## src/shared/mmd_pkg.sv

```systemverilog
// Purpose: constants and carriers for the memory map and dual pointer block
// Assumes: single cpu clock, asynchronous active-low reset
// Notes: register offsets are special function register addresses
package mmd_pkg;
    localparam logic [7:0] OFS_DP0_LOW = 8'h82;
    localparam logic [7:0] OFS_DP0_HIGH = 8'h83;
    localparam logic [7:0] OFS_DP1_LOW = 8'h84;
    localparam logic [7:0] OFS_DP1_HIGH = 8'h85;
    localparam logic [7:0] OFS_PTR_SEL = 8'h86;
    localparam logic [7:0] RST_BYTE = 8'h00;
    localparam logic [15:0] RST_PTR = 16'h0000;
    localparam logic [7:0] IRAM_UPPER_BASE = 8'h80;
    localparam logic [7:0] BIT_AREA_BASE = 8'h20;
    localparam int BIT_AREA_BYTES = 16;
    localparam int CODE_BYTES = 16384;
    localparam logic [15:0] CODE_LAST = 16'h3fff;
    localparam int AUX_BYTES = 320;
    localparam int AUX_LOW_BYTES = 256;
    localparam int IRAM_BYTES = 256;
    localparam int AUX_EN_BIT = 4;
    localparam int BANK_HI_BIT = 4;
    localparam int BANK_LO_BIT = 3;
    localparam int SEL_BIT = 0;

    typedef enum logic [6:0] {
        MMD_OP_NONE = 7'h01,
        MMD_OP_INC = 7'h02,
        MMD_OP_LOAD = 7'h04,
        MMD_OP_CODE = 7'h08,
        MMD_OP_XRD = 7'h10,
        MMD_OP_XWR = 7'h20,
        MMD_OP_JMP = 7'h40
    } mmd_op_e;

    typedef struct packed {
        logic wr;
        logic rd;
        logic [7:0] addr;
        logic [7:0] wdata;
    } mmd_sfr_s;

    typedef struct packed {
        logic [15:0] dp0;
        logic [15:0] dp1;
        logic sel;
    } mmd_ptr_s;
endpackage

```

## src/logic/mmd_aux_ram.sv

```systemverilog
// Purpose: auxiliary ram storage with range and enable gating
// Assumes: address already formed by caller
// Notes: out-of-range or disabled accesses leave storage alone
`timescale 1ns/1ps
module mmd_aux_ram #(
    parameter int DEPTH = mmd_pkg::AUX_BYTES
) (
    input wire logic clk,
    input wire logic rst_n,
    input wire logic en,
    input wire logic wr,
    input wire logic rd,
    input wire logic [15:0] addr,
    input wire logic [7:0] wdata,
    output logic [7:0] rdata
);
    initial begin
        if (DEPTH < 1 || DEPTH > 65536) $error("mmd_aux_ram: bad depth");
    end

    logic [7:0] mem [DEPTH];
    logic [7:0] rdata_reg;
    logic hit;

    assign hit = en && ({16'h0000, addr} < 32'(DEPTH));

    always_ff @(posedge clk) begin
        if (wr && hit) begin
            mem[addr[$clog2(DEPTH)-1:0]] <= wdata;
        end
    end

    always_ff @(posedge clk or negedge rst_n) begin
        if (!rst_n) begin
            rdata_reg <= mmd_pkg::RST_BYTE;
        end else if (rd) begin
            rdata_reg <= hit ? mem[addr[$clog2(DEPTH)-1:0]] : mmd_pkg::RST_BYTE;
        end
    end

    assign rdata = rdata_reg;
endmodule // mmd_aux_ram

```

## src/logic/mmd_iram.sv

```systemverilog
// Purpose: 256-byte internal data ram
// Assumes: caller resolves direct versus indirect addressing
// Notes: upper half is reached only via the indirect port path
`timescale 1ns/1ps
module mmd_iram #(
    parameter int DEPTH = mmd_pkg::IRAM_BYTES
) (
    input wire logic clk,
    input wire logic rst_n,
    input wire logic wr,
    input wire logic rd,
    input wire logic [7:0] addr,
    input wire logic [7:0] wdata,
    output logic [7:0] rdata
);
    initial begin
        if (DEPTH != 256) $error("mmd_iram: depth must be 256");
    end

    logic [7:0] mem [DEPTH];
    logic [7:0] rdata_reg;

    always_ff @(posedge clk) begin
        if (wr) begin
            mem[addr] <= wdata;
        end
    end

    always_ff @(posedge clk or negedge rst_n) begin
        if (!rst_n) begin
            rdata_reg <= mmd_pkg::RST_BYTE;
        end else if (rd) begin
            rdata_reg <= mem[addr];
        end
    end

    assign rdata = rdata_reg;
endmodule // mmd_iram

```

## src/logic/mmd_memory_map.sv

```systemverilog
// Purpose: memory map decode and dual data pointer for the cpu core
// Assumes: cpu decode logic drives one op per cycle on the cpu clock
// Notes: no external bus exists; code and aux traffic stays on chip
`timescale 1ns/1ps

// How it works
// fetches only from 16K code, 0000h-3FFFh
// no off-chip bus is ever driven
// upper ram only by indirect addressing
// lower ram by direct or indirect
// direct 80h-FFh goes to special registers
// status bits 4,3 choose one of four banks
// working register address is bank*8 plus index
// bytes 20h-2Fh are bit addressable
// eight-bit indirect aux move reaches 256 bytes
// pointer aux move reaches all 320 bytes
// control bit 4 low disables aux ram
// aux access leaves port3 bit7 untouched
// two 16-bit pointers, all reset zero
// select bit 0 chooses active pointer
// select bits 7-1 ignore writes, read zero
// incrementing select toggles active pointer
// pointer ops use only selected pointer
// software selects pointer before pointer ops
// pointer increment carries across both bytes
// immediate load writes both active bytes
// code read fetches active pointer plus accumulator
// pointer aux move reads or writes accumulator
// indirect jump loads pointer plus accumulator
// bad pointer aux access writes nothing, reads zero
module mmd_memory_map #(
    parameter int CODE_DEPTH = mmd_pkg::CODE_BYTES,
    parameter int AUX_DEPTH = mmd_pkg::AUX_BYTES
) (
    input wire logic clk,
    input wire logic rst_n,
    input wire mmd_pkg::mmd_sfr_s sfr_req,
    output logic [7:0] sfr_rdata,
    output logic sfr_hit,
    input wire mmd_pkg::mmd_op_e ptr_op,
    input wire logic [15:0] load_value,
    input wire logic [7:0] acc,
    output logic [7:0] acc_result,
    output logic acc_result_valid,
    output logic [15:0] jump_target,
    output logic jump_valid,
    input wire logic [15:0] fetch_addr,
    output logic [13:0] code_addr,
    output logic code_fetch_ok,
    input wire logic [7:0] code_rdata,
    input wire logic iram_wr,
    input wire logic iram_rd,
    input wire logic iram_indirect,
    input wire logic [7:0] iram_addr,
    input wire logic [7:0] iram_wdata,
    output logic [7:0] iram_rdata,
    output logic iram_to_sfr,
    input wire logic [7:0] status_word,
    input wire logic [2:0] reg_index,
    output logic [7:0] working_reg_addr,
    input wire logic [7:0] bit_addr,
    output logic [7:0] bit_byte_addr,
    output logic [2:0] bit_pos,
    input wire logic aux_ri_wr,
    input wire logic aux_ri_rd,
    input wire logic [7:0] aux_ri_addr,
    input wire logic [7:0] chip_control,
    output logic ext_bus_en,
    output logic port3_bit7_strobe,
    output mmd_pkg::mmd_ptr_s ptr_state
);
    initial begin
        if (CODE_DEPTH != 16384) $error("mmd_memory_map: code depth must be 16384");
        if (AUX_DEPTH < mmd_pkg::AUX_LOW_BYTES) $error("mmd_memory_map: aux too small");
        // the pointer is the whole aux address, so depth stops at its reach
        if (AUX_DEPTH > 2 ** 16) $error("mmd_memory_map: aux beyond pointer reach");
    end

    typedef struct packed {
        mmd_pkg::mmd_ptr_s ptr;
        logic [7:0] sfr_rdata;
        logic sfr_hit;
        logic [7:0] acc_result;
        logic acc_result_valid;
        logic [15:0] jump_target;
        logic jump_valid;
        logic aux_pend;
    } mmd_state_s;

    mmd_state_s st_reg;
    mmd_state_s st_next;

    // one-hot slots of the pointer registers on the special register bus
    localparam logic [4:0] SLOT_NONE = 5'h00;
    localparam logic [4:0] SLOT_DP0_LOW = 5'h01;
    localparam logic [4:0] SLOT_DP0_HIGH = 5'h02;
    localparam logic [4:0] SLOT_DP1_LOW = 5'h04;
    localparam logic [4:0] SLOT_DP1_HIGH = 5'h08;
    localparam logic [4:0] SLOT_PTR_SEL = 5'h10;

    logic [15:0] active_pointer;
    logic [15:0] code_sum;
    logic aux_wr;
    logic aux_rd;
    logic [15:0] aux_addr;
    logic [7:0] aux_rdata;
    logic aux_en;
    logic direct_upper;
    logic [4:0] sfr_slot_oh;

    function automatic logic [15:0] ptr_pick(input mmd_pkg::mmd_ptr_s p);
        ptr_pick = p.sel ? p.dp1 : p.dp0;
    endfunction

    function automatic logic [15:0] ptr_plus_acc(input logic [15:0] p, input logic [7:0] a);
        ptr_plus_acc = p + {8'h00, a};
    endfunction

    // carry runs through both bytes of the pointer
    function automatic logic [15:0] ptr_step(input logic [15:0] p);
        ptr_step = p + 16'h0001;
    endfunction

    // read and write share one decode so the two can never disagree
    function automatic logic [4:0] sfr_slot(input logic [7:0] a);
        if (a == mmd_pkg::OFS_DP0_LOW) begin
            sfr_slot = SLOT_DP0_LOW;
        end else if (a == mmd_pkg::OFS_DP0_HIGH) begin
            sfr_slot = SLOT_DP0_HIGH;
        end else if (a == mmd_pkg::OFS_DP1_LOW) begin
            sfr_slot = SLOT_DP1_LOW;
        end else if (a == mmd_pkg::OFS_DP1_HIGH) begin
            sfr_slot = SLOT_DP1_HIGH;
        end else if (a == mmd_pkg::OFS_PTR_SEL) begin
            sfr_slot = SLOT_PTR_SEL;
        end else begin
            sfr_slot = SLOT_NONE;
        end
    endfunction

    assign active_pointer = ptr_pick(st_reg.ptr);
    assign code_sum = ptr_plus_acc(active_pointer, acc);
    assign aux_en = chip_control[mmd_pkg::AUX_EN_BIT];
    assign sfr_slot_oh = sfr_slot(sfr_req.addr);

    // code fetch path, only the 14-bit on-chip range decodes
    always_comb begin
        if (ptr_op == mmd_pkg::MMD_OP_CODE) begin
            code_addr = code_sum[13:0];
            code_fetch_ok = (code_sum <= mmd_pkg::CODE_LAST);
        end else begin
            code_addr = fetch_addr[13:0];
            code_fetch_ok = (fetch_addr <= mmd_pkg::CODE_LAST);
        end
    end

    // no external memory port; these stay idle forever
    assign ext_bus_en = 1'b0;
    assign port3_bit7_strobe = 1'b0;

    // direct upper addresses belong to the special registers
    assign direct_upper = !iram_indirect && (iram_addr >= mmd_pkg::IRAM_UPPER_BASE);
    assign iram_to_sfr = direct_upper;

    // bank base from status bits, register index low
    assign working_reg_addr = {3'h0, status_word[mmd_pkg::BANK_HI_BIT],
        status_word[mmd_pkg::BANK_LO_BIT], reg_index};

    // bit addresses 00h-7Fh map into bytes 20h-2Fh
    assign bit_byte_addr = mmd_pkg::BIT_AREA_BASE + {4'h0, bit_addr[6:3]};
    assign bit_pos = bit_addr[2:0];

    // pointer moves take priority over 8-bit indirect moves
    always_comb begin
        if (ptr_op == mmd_pkg::MMD_OP_XRD || ptr_op == mmd_pkg::MMD_OP_XWR) begin
            aux_addr = active_pointer;
            aux_wr = (ptr_op == mmd_pkg::MMD_OP_XWR);
            aux_rd = (ptr_op == mmd_pkg::MMD_OP_XRD);
        end else begin
            aux_addr = {8'h00, aux_ri_addr};
            aux_wr = aux_ri_wr;
            aux_rd = aux_ri_rd;
        end
    end

    mmd_aux_ram #(
        .DEPTH(AUX_DEPTH)
    ) u_aux (
        .clk(clk),
        .rst_n(rst_n),
        .en(aux_en),
        .wr(aux_wr),
        .rd(aux_rd),
        .addr(aux_addr),
        .wdata(acc),
        .rdata(aux_rdata)
    );

    mmd_iram u_iram (
        .clk(clk),
        .rst_n(rst_n),
        .wr(iram_wr && !direct_upper),
        .rd(iram_rd && !direct_upper),
        .addr(iram_addr),
        .wdata(iram_wdata),
        .rdata(iram_rdata)
    );

    always_comb begin
        st_next = st_reg;
        st_next.sfr_hit = 1'b0;
        st_next.acc_result_valid = 1'b0;
        st_next.jump_valid = 1'b0;
        st_next.aux_pend = 1'b0;
        // aux read data lands one edge after the ram samples it
        if (st_reg.aux_pend) begin
            st_next.acc_result = aux_rdata;
            st_next.acc_result_valid = 1'b1;
        end
        // special register reads
        if (sfr_req.rd) begin
            if (sfr_slot_oh == SLOT_DP0_LOW) begin
                st_next.sfr_rdata = st_reg.ptr.dp0[7:0];
                st_next.sfr_hit = 1'b1;
            end else if (sfr_slot_oh == SLOT_DP0_HIGH) begin
                st_next.sfr_rdata = st_reg.ptr.dp0[15:8];
                st_next.sfr_hit = 1'b1;
            end else if (sfr_slot_oh == SLOT_DP1_LOW) begin
                st_next.sfr_rdata = st_reg.ptr.dp1[7:0];
                st_next.sfr_hit = 1'b1;
            end else if (sfr_slot_oh == SLOT_DP1_HIGH) begin
                st_next.sfr_rdata = st_reg.ptr.dp1[15:8];
                st_next.sfr_hit = 1'b1;
            end else if (sfr_slot_oh == SLOT_PTR_SEL) begin
                st_next.sfr_rdata = {7'h00, st_reg.ptr.sel};
                st_next.sfr_hit = 1'b1;
            end else begin
                st_next.sfr_rdata = mmd_pkg::RST_BYTE;
            end
        end
        // special register writes; upper select bits are dropped
        if (sfr_req.wr) begin
            if (sfr_slot_oh == SLOT_DP0_LOW) begin
                st_next.ptr.dp0[7:0] = sfr_req.wdata;
            end else if (sfr_slot_oh == SLOT_DP0_HIGH) begin
                st_next.ptr.dp0[15:8] = sfr_req.wdata;
            end else if (sfr_slot_oh == SLOT_DP1_LOW) begin
                st_next.ptr.dp1[7:0] = sfr_req.wdata;
            end else if (sfr_slot_oh == SLOT_DP1_HIGH) begin
                st_next.ptr.dp1[15:8] = sfr_req.wdata;
            end else if (sfr_slot_oh == SLOT_PTR_SEL) begin
                st_next.ptr.sel = sfr_req.wdata[mmd_pkg::SEL_BIT];
            end
        end
        // pointer ops win over a same-cycle register write
        case (ptr_op)
            mmd_pkg::MMD_OP_INC: begin
                if (st_reg.ptr.sel) begin
                    st_next.ptr.dp1 = ptr_step(st_reg.ptr.dp1);
                end else begin
                    st_next.ptr.dp0 = ptr_step(st_reg.ptr.dp0);
                end
            end
            mmd_pkg::MMD_OP_LOAD: begin
                if (st_reg.ptr.sel) begin
                    st_next.ptr.dp1 = load_value;
                end else begin
                    st_next.ptr.dp0 = load_value;
                end
            end
            mmd_pkg::MMD_OP_CODE: begin
                // code byte only matches code_addr while this op stands
                st_next.acc_result = code_rdata;
                st_next.acc_result_valid = 1'b1;
            end
            mmd_pkg::MMD_OP_XRD: begin
                st_next.aux_pend = 1'b1;
            end
            mmd_pkg::MMD_OP_JMP: begin
                st_next.jump_target = code_sum;
                st_next.jump_valid = 1'b1;
            end
            default: begin
            end
        endcase
    end

    always_ff @(posedge clk or negedge rst_n) begin
        if (!rst_n) begin
            st_reg <= '0;
        end else begin
            st_reg <= st_next;
        end
    end

    assign sfr_rdata = st_reg.sfr_rdata;
    assign sfr_hit = st_reg.sfr_hit;
    assign acc_result = st_reg.acc_result;
    assign acc_result_valid = st_reg.acc_result_valid;
    assign jump_target = st_reg.jump_target;
    assign jump_valid = st_reg.jump_valid;
    assign ptr_state = st_reg.ptr;
endmodule // mmd_memory_map

```

## config.mk

```make
export PLATFORM = sky130hd
export DESIGN_NAME = mmd_memory_map
export DESIGN_NICKNAME = d
export VERILOG_FILES = /design/src/shared/mmd_pkg.sv /design/src/logic/mmd_aux_ram.sv /design/src/logic/mmd_iram.sv /design/src/logic/mmd_memory_map.sv
export SDC_FILE = /design/constraint.sdc
export NUM_CORES = 2
export LEC_CHECK = 0
export BUFFER_PORTS_ARGS = -buffer_cell sky130_fd_sc_hd__clkbuf_2
export CORE_MARGIN = 5
export CORE_UTILIZATION = 50
export DETAILED_ROUTE_END_ITERATION = 12
export PLACE_DENSITY = 0.7
export SYNTH_ARGS = -nofsm -noshare
export SYNTH_HDL_FRONTEND = slang
export SYNTH_MEMORY_MAX_BITS = 65536
export SYNTH_SLANG_ARGS = --single-unit
```

## constraint.sdc

```tcl
create_clock -name clk -period 15.8 [get_ports clk]
set_input_delay 3.16 -clock clk [delete_from_list [all_inputs] [get_ports clk]]
set_output_delay 3.16 -clock clk [all_outputs]
set_load 0.03 [all_outputs]
```

==> flow_summary.html <==
<table>
<tr><th>Metric</th><th>Value</th></tr>
<tr><th colspan="2">Status</th></tr>
<tr><td>Status</td><td>finished, final reports clean</td></tr>
<tr><th colspan="2">Synthesis</th></tr>
<tr><td>Portion of the post-synthesis area used by sequential elements</td><td>between 70% and 80%</td></tr>
<tr><td>Synth Warn #</td><td>0</td></tr>
<tr><td>Complex-gate fraction of the synthesized area</td><td>a little under a tenth</td></tr>
<tr><td>Number of synthesized flops with an enable pin</td><td>around 4600</td></tr>
<tr><td>Share of synthesized area spent on multiplexers</td><td>slightly below 9%</td></tr>
<tr><td>Number of distinct standard cells referenced by the synthesized netlist</td><td>70</td></tr>
<tr><td>Post-Synthesis Cells</td><td>roughly 10000</td></tr>
<tr><td>Most instantiated flip-flop cell in the synthesis netlist</td><td>edfxtp_1</td></tr>
<tr><td>Main combinational cell family by area after synthesis</td><td>compound AO/OA/AOI/OAI gates</td></tr>
<tr><td>Average instance area after synthesis</td><td>approximately 18 µm²</td></tr>
<tr><td>Number of flip-flops and latches in the synthesized netlist</td><td>around 4700</td></tr>
<tr><td>Post-synthesis xor/xnor area fraction</td><td>less than 1%</td></tr>
<tr><td>Adder and majority cell fraction of the synthesized area</td><td>0.0796%</td></tr>
<tr><td>Basic-gate share of the synthesized area counting and, or, nand and nor cells</td><td>under 10%</td></tr>
<tr><td>Cell area after synthesis</td><td>between 150000 and 200000 µm²</td></tr>
<tr><td>Async set-reset flop share out of synthesis</td><td>around 1.8%</td></tr>
<tr><th colspan="2">STA</th></tr>
<tr><td>Worst-case clock skew</td><td>approximately 0.072 ns</td></tr>
<tr><td>Sum of negative setup slack</td><td>0 ns</td></tr>
<tr><td>Number of hold-slack violations in the final timing report</td><td>0</td></tr>
<tr><td>Final Max Slew Viols</td><td>0</td></tr>
<tr><td>Highest clock frequency the design can meet</td><td>102 MHz</td></tr>
<tr><td>Final Critical Period</td><td>about 10 ns</td></tr>
<tr><td>Min setup slack post-route</td><td>between 5 and 6 ns</td></tr>
<tr><td>Setup Viol. Count Final</td><td>0</td></tr>
<tr><td>Fin Hold WS</td><td>0.514 ns</td></tr>
<tr><td>Max-slew headroom at the worst pin</td><td>under 10%</td></tr>
<tr><td>Slew of the pin with the lowest slew margin</td><td>about 1.4 ns</td></tr>
<tr><td>Final period utilization</td><td>~62%</td></tr>
<tr><td>Unrepaired setup endpoints after global routing</td><td>no</td></tr>
<tr><th colspan="2">Global routing</th></tr>
<tr><td>Number of antenna violations at the first check in global routing</td><td>22</td></tr>
<tr><td>Via count of the first global-routing pass</td><td>a little over 100k</td></tr>
<tr><td>Global-route wire length before repair</td><td>~700000 µm</td></tr>
<tr><td>Maximum number of pins on one net before global-route repair</td><td>220</td></tr>
<tr><td>Residual overflow from global routing</td><td>0</td></tr>
<tr><td>Total routing usage reported by global routing</td><td>around 26%</td></tr>
<tr><th colspan="2">Placed design</th></tr>
<tr><td>DP Area</td><td>~190000 µm²</td></tr>
<tr><td>Post-Place Worst Slack</td><td>approximately 6.1 ns</td></tr>
<tr><td>Count of input and output buffers</td><td>196</td></tr>
<tr><td>GPL Wtd Cong</td><td>between 0.9 and 1</td></tr>
<tr><td>Half-perimeter wire length after placement</td><td>~280000 µm</td></tr>
<tr><th colspan="2">Floorplanning</th></tr>
<tr><td>Vert. Die Dim</td><td>614 µm</td></tr>
<tr><td>Starting utilization of the core area</td><td>between 50% and 60%</td></tr>
<tr><td>Core Footprint</td><td>363000 µm²</td></tr>
<tr><td>Chip Width</td><td>~600 µm</td></tr>
<tr><td>Die Outline Area</td><td>377000 µm²</td></tr>
<tr><td># IOs</td><td>roughly 240</td></tr>
<tr><td>Floorplan row count</td><td>221</td></tr>
<tr><th colspan="2">Routing</th></tr>
<tr><td>WL per Instance</td><td>32.7 µm</td></tr>
<tr><td>DRC violation count after routing</td><td>0</td></tr>
<tr><td>DRT iter0 DRCs</td><td>roughly 18000</td></tr>
<tr><td>Total vias in the final route</td><td>between 100k and 150k</td></tr>
<tr><td>Routed Antenna Nets</td><td>0</td></tr>
<tr><td>DRT Pass-1 Iters</td><td>7</td></tr>
<tr><td>Post-detailed-route via-to-cell ratio</td><td>6.83</td></tr>
<tr><td>Total wire length after detailed routing</td><td>roughly 500000 µm</td></tr>
<tr><th colspan="2">Final layout</th></tr>
<tr><td>Number of flip-flops under the largest register name</td><td>between 2000 and 3000</td></tr>
<tr><td>Multi-input gate area</td><td>38300 µm²</td></tr>
<tr><td>Area taken by flip-flops and latches</td><td>roughly 140000 µm²</td></tr>
<tr><td>Growth of design area from synthesis to finish</td><td>10.9%</td></tr>
<tr><td>Biggest register</td><td>u_aux.mem</td></tr>
<tr><td>Fraction of final layout cells with drive strength greater than 1</td><td>17.5%</td></tr>
<tr><td>Area of all placed cells without fillers</td><td>202000 µm²</td></tr>
<tr><td>Filler cell count in the final layout</td><td>between 20000 and 30000</td></tr>
<tr><td>Final Net Count</td><td>roughly 10000</td></tr>
<tr><th colspan="2">Worst setup path</th></tr>
<tr><td>Start of the worst register-to-register path</td><td>ptr_state[0]</td></tr>
<tr><td>Kind of end point of the critical path</td><td>output pin</td></tr>
<tr><td>Setup Crit Path Kind</td><td>input port to output pin</td></tr>
<tr><td>Worst path arrival time</td><td>6.68 ns</td></tr>
<tr><td>CP startpoint</td><td>acc[0]</td></tr>
<tr><td>Required time of the critical path</td><td>between 10 and 15 ns</td></tr>
<tr><td>Maximum fanout along the worst path</td><td>74</td></tr>
<tr><td>Startpoint kind of the worst setup timing path</td><td>input port</td></tr>
<tr><th colspan="2">Clock network</th></tr>
<tr><td>Clock transition at the registers of the reported paths</td><td>0.07 ns</td></tr>
<tr><td>Post-CTS setup buffers</td><td>0</td></tr>
<tr><td>Deepest level of the CTS H-tree</td><td>5</td></tr>
<tr><td>Clock tree from TritonCTS</td><td>yes</td></tr>
<tr><td>Number of CTS-inserted buffers</td><td>around 430</td></tr>
<tr><td>Worst-skew pair later-pin latency</td><td>1.00 ns</td></tr>
<tr><td>Number of buffers inserted for hold repair after clock tree synthesis</td><td>0</td></tr>
<tr><td>Quantity of gates resized following cts</td><td>0</td></tr>
<tr><td>Count of clock tree sinks</td><td>4693</td></tr>
<tr><td>Library cell used as clock root buffer</td><td>clkbuf_16</td></tr>
<tr><td>Maximum buffer depth of the clock tree</td><td>4</td></tr>
<tr><th colspan="2">Run</th></tr>
<tr><td>Maxcap violations</td><td>0</td></tr>
<tr><th colspan="2">Pwr</th></tr>
<tr><td>Maximum vdd ir drop</td><td>just under 0.1 mV</td></tr>
<tr><td>Leakage power total</td><td>between 60 and 70 nW</td></tr>
<tr><td>Power density normalized to cell area</td><td>roughly 130 nW/µm²</td></tr>
<tr><th colspan="2">Min path</th></tr>
<tr><td>Worst hold path type</td><td>register to register</td></tr>
<tr><td>Worst Hold Launch</td><td>sfr_rdata[6]</td></tr>
</table>
## power breakdown
part / internal [W] / total (W) / switching, W
Clock: 0.00602 / 0.0106 / 0.00458
Combinational: 0.000438 / 0.00152 / 0.00108
Sequential: 0.0137 / 0.0138 / 0.0000557
## path summary, 6_finish.rpt
path	end	slack [ns]	depth (start not counted)
setup reg to reg	u_aux.rdata[2]	9.27	12
max in group asynchronous	acc_result[7]	12.25	2
hold reg to reg	sfr_rdata[6]	0.51	1
min in group asynchronous	ptr_state[17]	2.15	1
setup / recovery	code_fetch_ok	5.96	13
hold / removal	sfr_rdata[6]	0.51	1
## cells in the final DEF (no fill, tap or decap), drive strengths merged, types with 9 or more instances in the layout
master	count
conb	9
nand3	52
ha	10
nor2	624
mux4	663
o41ai	162
o21ai	755
inv	34
clkbuf	689
and3	9
bufinv	57
mux2	50
a41oi	212
a221oi	9
nand4	19
clkinvlp	27
dfrtp	85
nand3b	11
a211oi	18
diode	12
a22oi	22
nor4	62
and2	14
nand2b	16
o22ai	837
xor2	17
a21oi	674
buf	225
mux2i	55
o31ai	13
a31oi	15
edfxtp	4608
clkinv	200
nand2	145
nor2b	39
xnor2	27
nor3	27
## final cells by class
cell class | count | share of cell area [%]
well taps | 4794 | 2.97
inverters | 17 | 0.0315
flip-flops and latches | 4693 | 69.5
clock buffers | 505 | 5.54
diodes | 12 | 0.0148
repair buffers | 409 | 1.51
multi-input cells | 4643 | 18.9
clock inverters | 301 | 1.55
## worst max-delay path: stages
cell	delay (ns)
buf_8	0.22
ha_1	0.32
fa_1	0.44
a21o_1	0.17
a21oi_1	0.47
o21bai_1	0.11
a21oi_1	0.25
o21bai_1	0.10
a21oi_1	0.36
nor4_1	0.14
xnor2_1	0.18
o31ai_1	0.39
clkbuf_2	0.30
## cells in the mapped netlist (all sizes together) (55+ instances only)
library cell  count  area [µm²]
a21oi           674        3370
a41oi           212        1860
buf             418        2210
clkbuf          445        1670
dfrtp            85        2130
edfxtp         4608      138000
mux2i            55         551
mux4            663       14900
nand2           145         544
nor2            624        2350
nor4             62         388
o21ai           755        3780
o22ai           837        5240
o41ai           162        1420
## logic make-up after synthesis
logic type	count (synthesis)
compound gates	2774
xor+xnor	44
fa+ha+maj	11
buf+inv	880
flops	4693
mux	768
other cells	2
simple gates	1037
## stage by stage
step	util [%]	total power [W]	std cells
after detailed placement	51.8	0.0155	14556
after floorplan	-	0.0148	10216
after global placement	51.8	0.0155	14556
after global routing	55.7	0.0265	15363
after CTS	55.7	0.0259	15362
final	55.8	0.0259	15374
## per-layer routing
layer / GRT usage (%) / up-vias / routed length (µm)
li1: - / 42027 / -
met4: 9.62 / 26 / 21500
met5: 0 / - / 327
met3: 8.17 / 1363 / 71400
met1: 35.8 / 53420 / 180000
met2: 39.3 / 8105 / 229000
No activity file was read; power rests on OpenSTA's default activity.
